### config.mk
export PLATFORM = sky130hd
export DESIGN_NAME = tsf_trap_unit
export DESIGN_NICKNAME = d
export VERILOG_FILES = /design/src/rtl/tsf_pkg.sv /design/src/rtl/tsf_trap_unit.sv
export VERILOG_INCLUDE_DIRS = /design/src /design/src/rtl
export SDC_FILE = /design/constraint.sdc
export NUM_CORES = 1
export LEC_CHECK = 0
export BUFFER_PORTS_ARGS = -buffer_cell sky130_fd_sc_hd__buf_2
export CORE_MARGIN = 5
export CORE_UTILIZATION = 40
export CTS_BUF_LIST = sky130_fd_sc_hd__clkbuf_4
export DETAILED_ROUTE_END_ITERATION = 16
export PLACE_DENSITY = 0.72
export RECOVER_POWER = 50
export SETUP_SLACK_MARGIN = 0.4
export SYNTH_ARGS = -nofsm -noshare
export SYNTH_HDL_FRONTEND = slang
export SYNTH_SLANG_ARGS = --single-unit
export TNS_END_PERCENT = 20
### constraint.sdc
create_clock -name mclk_in -period 1.03 [get_ports mclk_in]
set_clock_uncertainty 0.1 [all_clocks]
set_input_delay 0.206 -clock mclk_in [delete_from_list [all_inputs] [get_ports mclk_in]]
set_output_delay 0.206 -clock mclk_in [all_outputs]
set_load 0.005 [all_outputs]
### src/rtl/tsf_regs.svh
// register offsets, field positions and reset values for the trap block
`ifndef TSF_REGS_SVH
`define TSF_REGS_SVH

// privileged register select codes (block-local choice)
`define TSF_SEL_TRAP_SUMMARY 1'h0
`define TSF_SEL_FW_BASE      1'h1

// trap summary field positions
`define TSF_SUM_REQ_HI   47
`define TSF_SUM_REQ_LO   42
`define TSF_SUM_PC_SIGN  41
`define TSF_SUM_RSV_HI   40
`define TSF_SUM_RSV_LO   14
`define TSF_SUM_VADDR    13
`define TSF_SUM_REG_HI   12
`define TSF_SUM_REG_LO   8
`define TSF_SUM_INT      7
`define TSF_SUM_FLAG_HI  6
`define TSF_SUM_FLAG_LO  1
`define TSF_SUM_SWC      0

// firmware base field and reset value
`define TSF_FWB_HI       43
`define TSF_FWB_LO       15
`define TSF_FWB_RESET    29'h0000000

`endif

### src/rtl/tsf_pkg.sv
// types shared by the trap summary and firmware base block
`default_nettype none
package tsf_pkg;
	// source of the trap being delivered
	typedef enum logic [1:0]
	{
		TSF_SRC_ARITH,
		TSF_SRC_LOAD,
		TSF_SRC_STORE,
		TSF_SRC_OTHER
	} tsf_src_t;

	// one trap delivery from the execution units
	typedef struct packed
	{
		logic        deliver;      // one-cycle delivery strobe
		tsf_src_t    src;          // trap source class
		logic [4:0]  dest_reg;     // destination register number
		logic [4:0]  src_reg;      // store source register number
		logic        int_ovf;      // integer unit overflow
		logic [5:0]  arith_flags;  // conv,inexact,unf,ovf,dze,inv
		logic [5:0]  set_reqs;     // same order, control set requests
		logic        fetch_acv;    // fetch access violation
		logic        acv_in_vaddr; // address latched in fault vaddr
		logic        pc_sign_err;  // bad sign extension, 48-bit mode
		logic        soft_compl;   // software completion qualifier
	} tsf_trap_t;
endpackage
`default_nettype wire

### src/rtl/tsf_trap_unit.sv
// trap summary capture and firmware base register
//
// Function
// - summary loads on trap delivery, read-only
// - arithmetic trap records destination register
// - store gives source, load gives destination
// - operand register field at bits 12:8
// - bit 13 marks fetch fault in vaddr
// - bits 47:42 request control flag sets
// - bits 63:48 copy bit 47
// - bit 41 flags bad exception pc sign
// - bit 7 set for integer overflow
// - bits 6:1 flag arithmetic conditions
// - bit 0 flags software completion qualifier
// - base writable, cleared by chip reset only
// - base holds bits 43:15, rest zero
`include "tsf_regs.svh"
`default_nettype none
module tsf_trap_unit
(
	input  wire logic              mclk_in,       // core clock
	input  wire logic              rst_n_in,      // chip reset, sync
	input  wire tsf_pkg::tsf_trap_t trap_in,      // trap delivery
	input  wire logic              rd_en_in,      // privileged read
	input  wire logic              wr_en_in,      // privileged write
	input  wire logic              sel_in,        // register select
	input  wire logic [63:0]       wr_data_in,    // write data
	output logic      [63:0]       rd_data_out,   // read data, registered
	output logic                   rd_valid_out   // read data valid
);
	import tsf_pkg::*;

	// captured summary fields, the rest is derived on read
	logic [5:0]  req;          // control flag set requests
	logic        pc_sign;      // exception pc sign error
	logic        vaddr_flag;   // fetch fault address in vaddr
	logic [4:0]  opnd;         // operand register number
	logic        int_flag;     // integer overflow source
	logic [5:0]  flags;        // arithmetic condition flags
	logic        soft_completion_ok;          // software completion possible
	logic [28:0] fw_base;      // firmware base address bits
	logic [63:0] next_rd_data; // read data next value
	logic        next_rd_valid;
	logic [5:0]  next_req;
	logic        next_pc_sign;
	logic        next_vaddr_flag;
	logic [4:0]  next_opnd;
	logic        next_int_flag;
	logic [5:0]  next_flags;
	logic        next_swc;
	logic [28:0] next_fw_base;

	// assemble the full summary word from captured fields
	function automatic logic [63:0] pack_summary(
		input logic [5:0] r, input logic p, input logic v,
		input logic [4:0] o, input logic i, input logic [5:0] f,
		input logic s);
		logic [63:0] w;
		w = 64'h0000000000000000;
		w[63:48] = {16{r[5]}};
		w[`TSF_SUM_REQ_HI:`TSF_SUM_REQ_LO] = r;
		w[`TSF_SUM_PC_SIGN] = p;
		w[`TSF_SUM_VADDR] = v;
		w[`TSF_SUM_REG_HI:`TSF_SUM_REG_LO] = o;
		w[`TSF_SUM_INT] = i;
		w[`TSF_SUM_FLAG_HI:`TSF_SUM_FLAG_LO] = f;
		w[`TSF_SUM_SWC] = s;
		return w;
	endfunction

	// summary capture: only a delivery changes it, no write path
	always_comb
	begin
		next_req        = req;
		next_pc_sign    = pc_sign;
		next_vaddr_flag = vaddr_flag;
		next_opnd       = opnd;
		next_int_flag   = int_flag;
		next_flags      = flags;
		next_swc        = soft_completion_ok;
		if (trap_in.deliver)
		begin
			next_req        = trap_in.set_reqs;
			next_pc_sign    = trap_in.fetch_acv & trap_in.pc_sign_err;
			next_vaddr_flag = trap_in.fetch_acv & trap_in.acv_in_vaddr;
			next_int_flag   = trap_in.int_ovf;
			next_flags      = trap_in.arith_flags;
			next_swc        = trap_in.soft_compl;
			// operand field choice by trap source
			case (trap_in.src)
				TSF_SRC_ARITH: next_opnd = trap_in.dest_reg;
				TSF_SRC_LOAD:  next_opnd = trap_in.dest_reg;
				TSF_SRC_STORE: next_opnd = trap_in.src_reg;
				default:       next_opnd = 5'h00;
			endcase
		end
	end

	// summary registers
	always_ff @(posedge mclk_in)
	begin
		if (!rst_n_in)
		begin
			req        <= 6'h00;
			pc_sign    <= 1'b0;
			vaddr_flag <= 1'b0;
			opnd       <= 5'h00;
			int_flag   <= 1'b0;
			flags      <= 6'h00;
			soft_completion_ok        <= 1'b0;
		end
		else
		begin
			req        <= next_req;
			pc_sign    <= next_pc_sign;
			vaddr_flag <= next_vaddr_flag;
			opnd       <= next_opnd;
			int_flag   <= next_int_flag;
			flags      <= next_flags;
			soft_completion_ok        <= next_swc;
		end
	end

	// firmware base: only the address bits store, others dropped
	always_comb
	begin
		next_fw_base = fw_base;
		if (wr_en_in && sel_in == `TSF_SEL_FW_BASE)
		begin
			next_fw_base = wr_data_in[`TSF_FWB_HI:`TSF_FWB_LO];
		end
	end

	// chip reset is the only clear; no other reset reaches it
	always_ff @(posedge mclk_in)
	begin
		if (!rst_n_in)
			fw_base <= `TSF_FWB_RESET;
		else
			fw_base <= next_fw_base;
	end

	// read port: registered data one cycle after the request
	always_comb
	begin
		next_rd_valid = rd_en_in;
		next_rd_data  = 64'h0000000000000000;
		if (rd_en_in)
		begin
			if (sel_in == `TSF_SEL_FW_BASE)
				next_rd_data = {20'h00000, fw_base, 15'h0000};
			else
				next_rd_data = pack_summary(req, pc_sign, vaddr_flag,
					opnd, int_flag, flags, soft_completion_ok);
		end
	end

	// read data registers
	always_ff @(posedge mclk_in)
	begin
		if (!rst_n_in)
		begin
			rd_data_out  <= 64'h0000000000000000;
			rd_valid_out <= 1'b0;
		end
		else
		begin
			rd_data_out  <= next_rd_data;
			rd_valid_out <= next_rd_valid;
		end
	end

	// assertions
	a_sum_sign_ext: assert property (
		@(posedge mclk_in) disable iff (!rst_n_in)
		rd_valid_out && !$past(sel_in) |->
		rd_data_out[63:48] == {16{rd_data_out[47]}})
		else $error("summary top bits not sign extended");
	a_sum_reserved: assert property (
		@(posedge mclk_in) disable iff (!rst_n_in)
		rd_valid_out && !$past(sel_in) |->
		rd_data_out[40:14] == 27'h0000000)
		else $error("summary reserved bits not zero");
	a_base_zero_bits: assert property (
		@(posedge mclk_in) disable iff (!rst_n_in)
		rd_valid_out && $past(sel_in) |->
		rd_data_out[63:44] == 20'h00000 &&
		rd_data_out[14:0] == 15'h0000)
		else $error("base reserved bits not zero");
	a_base_write: assert property (
		@(posedge mclk_in) disable iff (!rst_n_in)
		wr_en_in && sel_in ##1 rd_en_in && sel_in && !wr_en_in |=>
		rd_data_out[43:15] == $past(wr_data_in[43:15], 2))
		else $error("base write not read back");
	a_sum_hold: assert property (
		@(posedge mclk_in) disable iff (!rst_n_in)
		!trap_in.deliver |=> $stable(opnd) && $stable(req)
		&& $stable(flags))
		else $error("summary changed without delivery");
	a_store_opnd: assert property (
		@(posedge mclk_in) disable iff (!rst_n_in)
		trap_in.deliver && trap_in.src == TSF_SRC_STORE
		|=> opnd == $past(trap_in.src_reg))
		else $error("store source register not captured");
	a_arith_opnd: assert property (
		@(posedge mclk_in) disable iff (!rst_n_in)
		trap_in.deliver && trap_in.src != TSF_SRC_STORE
		&& trap_in.src != TSF_SRC_OTHER
		|=> opnd == $past(trap_in.dest_reg))
		else $error("destination register not captured");
	a_vaddr_flag: assert property (
		@(posedge mclk_in) disable iff (!rst_n_in)
		trap_in.deliver |=> vaddr_flag ==
		$past(trap_in.fetch_acv && trap_in.acv_in_vaddr))
		else $error("fetch fault address flag wrong");
	a_read_field: assert property (
		@(posedge mclk_in) disable iff (!rst_n_in)
		rd_en_in && !sel_in |=> rd_data_out[12:8] ==
		$past(opnd) && rd_data_out[7] == $past(int_flag)
		&& rd_data_out[0] == $past(soft_completion_ok))
		else $error("summary read data mismatch");

	// covers
	c_trap_read: cover property (@(posedge mclk_in) disable iff
		(!rst_n_in) trap_in.deliver ##1 rd_en_in && !sel_in);
	c_store_trap: cover property (@(posedge mclk_in) disable iff
		(!rst_n_in) trap_in.deliver && trap_in.src == TSF_SRC_STORE);
	c_base_rw: cover property (@(posedge mclk_in) disable iff
		(!rst_n_in) wr_en_in && sel_in ##1 rd_en_in && sel_in);
endmodule
`default_nettype wire

==> summary.md <==
| Metric | Value |
|---|---|
| Outcome | `finished with violations` |
| Violated checks | `hold timing, setup timing` |
| Mapped Area | `0.00366 mm²` |
| Clock power frac | `28.7%` |
| Final slew viol count | `0` |
| Fin worst setup slack | `-0.258 ns` |
| Pint | `4820 µW` |
| Via density | `4.63` |
| Period minus WS final | `1.29 ns` |
| # clock sinks | `98` |
| WP buf/inv | `1` |
| Initial antenna violation count | `0` |
| Post-Syn Nets | `438` |
| Tot GR Track Use | `13.4%` |
| WP data required | `0.72 ns` |
| Residual DRC | `0` |
| Sequential share of power | `61.4%` |
| Synth-to-Final Area Change | `27.4%` |
| Crit path capture type | `output pin` |
| Worst path cell trace | `buf_2` |
| Clk slew on worst S/H paths | `0.15 ns` |
| Total global routing overflow | `0` |
| Net switching power | `1660 µW` |
| Clock Path Buffers | `2` |
| Share of cells above drive strength 1 | `56.8%` |
| Vias in the first global route | `2613` |
| Maximum vdd drop | `0.612 mV` |
| CP Launch Type | `register` |
| Initial Utilization | `40.4%` |
| Crit share post-route | `125%` |
| Cell count after synthesis | `339` |
| Die W | `106 µm` |
| Crit-path max cell delay | `0.43 ns` |
| Die Footprint | `0.0112 mm²` |
| Crit path DAT | `0.98 ns` |
| Syn avg cell area | `10.8 µm²` |
| CTS Root Cell | `clkbuf_4` |
| CP Max Fanout | `17` |
| I/O Pins | `164` |
| Largest net degree at the start of global routing | `30` |
| Antenna Cells | `0` |
| Flop and latch count out of synthesis | `98` |
| # Max-Cap Violations | `0` |
| Area of the multi-input gates | `0.00152 mm²` |
| Dpl hpwl | `5.10 mm` |
| Lkg Pwr | `0.00224 µW` |
| Via count | `2593` |
| Hold Crit Class | `primary input to register` |
| DRT antenna net count | `0` |
| Top delay family on crit path | `flip-flops` |
| Fin nets | `543` |
| Power per cell area | `1390 mW/mm²` |
| Row Count | `35` |
| Drt pass-1 iters | `4` |
| Final Hold Viols | `23` |
| Fmax | `776 MHz` |
| Total CTS buffers | `9` |
| Netlist cell types | `24` |
| Die Span Y | `106 µm` |
| Clk Latency, worst-skew pair | `0.43 ns` |
| Post-Route WL | `7.46 mm` |
| Per-cell routed wire length | `13.3 µm` |
| Final hold slack | `-0.0812 ns` |
| Final setup vio count | `64` |
| First-pass GRT wire length | `12.2 mm` |
| Power Total | `6480 µW` |
| Kind of critical path | `register to output pin` |
| RSZ-0062 raised after global routing | `true` |
| Crit-path slowest cell | `dfxtp_4` |
| Comb pwr share | `9.9%` |
| Sw frac | `25.7%` |
| Register area | `0.00202 mm²` |
| Fillers | `847` |
| Setup tns final | `-11.26 ns` |
| Iter 0 DRT Violations | `48` |
| GP Congestion | `0.706` |
| H-Tree Depth | `3` |
| Number of port buffers | `127` |
| Place WS | `-0.127 ns` |
| Core Util, Final | `51.5%` |
| Seq/Total Area, Yosys | `53.6%` |
| Synth warnings | `0` |
| CTS tree | `built` |
| Core box area | `0.00906 mm²` |
-- layout make-up --
type                    count  area share [%]
inverters                   1          0.0805
clock buffers               9            1.45
well taps                 111            2.98
flip-flops and latches     98            43.4
multi-input cells         195            32.5
clock inverters             7            1.31
repair buffers            139            18.3
-- worst register-to-register path, stage by stage (launching register included) --
cell and delay, ns:
dfxtp_1 0.34, a21boi_2 0.14, o21a_1 0.17
-- cell usage after synthesis --
master	count	area, µm²
dfxtp_1	98	1960
and3_1	30	188
a21boi_0	29	218
o21a_1	29	218
and2_1	24	150
and2_4	20	175
buf_4	19	143
mux2i_1	17	170
nor2b_1	14	87.6
clkbuf_1	13	48.8
buf_6	7	78.8
nand2b_1	7	43.8
a31oi_1	5	31.3
buf_2	5	25.0
nand3b_1	5	37.5
o21ai_0	5	25.0
nor2_1	3	11.3
a21boi_1	2	15.0
nand3_1	2	10.0
and3b_1	1	8.76
buf_1	1	3.75
conb_1	1	3.75
inv_1	1	3.75
nand2_1	1	3.75
-- routing by layer --
layer	global-route usage, %	vias to the layer above	wire length (µm)
li1	-	1322	-
met3	6.37	8	795
met5	0	-	0
met4	4.72	0	90
met1	16.3	1181	3340
met2	20.6	82	3230
-- kinds of logic after synthesis --
logic type / synth area share [%]
AOI/OAI and AO/OA: 13.8
buffers and inverters: 8.27
DFF: 53.6
muxes: 4.65
other: 0.102
and+or+nand+nor: 19.5
-- through the flow --
step	hold slack (ns)	cells	area, µm²
2_1_floorplan	0.253	339	3670
3_3_place_gp	0.331	544	4310
3_5_place_dp	0.338	544	4310
4_1_cts	-0.124	560	4620
5_1_grt	-0.125	560	4660
6_report	-0.0812	560	4660
-- placed cells by master, fill, tap and decap left out, types with 2 or more instances in the layout --
| cell | n |
|---|---|
| buf_12 | 5 |
| buf_6 | 11 |
| and3_1 | 29 |
| dfxtp_2 | 46 |
| clkinv_4 | 3 |
| a31oi_1 | 5 |
| clkbuf_4 | 10 |
| buf_2 | 115 |
| nor2b_1 | 14 |
| inv_8 | 2 |
| o21ai_1 | 3 |
| and2_4 | 19 |
| dfxtp_1 | 51 |
| and2_0 | 12 |
| o21ai_2 | 2 |
| and2_2 | 4 |
| a21boi_2 | 29 |
| nor2_1 | 3 |
| mux2i_1 | 17 |
| and2_1 | 9 |
| o21a_1 | 29 |
| buf_4 | 5 |
| nand3_1 | 2 |
| nand2b_1 | 7 |
| nand3b_1 | 5 |
-- state kept, by name (all words and copies together), names as in the netlist --
register,count
rd_data_out,47
fw_base,29
flags,6
req,6
opnd,5
int_flag,1
pc_sign,1
rd_valid_out,1
soft_completion_ok,1
vaddr_flag,1
-- power by group through the flow --
stage          registers (µW)  clock network, µW  logic, µW
6_report                 3980               1860        639
5_1_grt                  4000               2140        704
3_5_place_dp             4050                  0        593
4_1_cts                  3980               1960        647
2_1_floorplan            4040                  0        364
3_3_place_gp             4040                  0        581
-- what timing repair did --
action,4_1_cts,5_1_grt
gates resized for setup,116,45
pin swaps,50,41
endpoints found under the setup margin,159,160
cloned,0,0
hold endpoints to repair,53,40
setup buffers,0,0
-- worst paths after layout --
kind | startpoint | endpoint | cells after the start | slack, ns
max | rd_data_out[47]$_SDFF_PP0_ | rd_data_out[51] | 1 | -0.26
min | trap_in[22] | opnd[0]$_SDFFE_PN0P_ | 3 | -0.08
max reg2reg | fw_base[4]$_SDFFE_PN0P_ | fw_base[4]$_SDFFE_PN0P_ | 2 | 0.19
min reg2reg | fw_base[0]$_SDFFE_PN0P_ | rd_data_out[15]$_SDFF_PN0_ | 1 | 0.36
(Power assumes the default switching activity.)
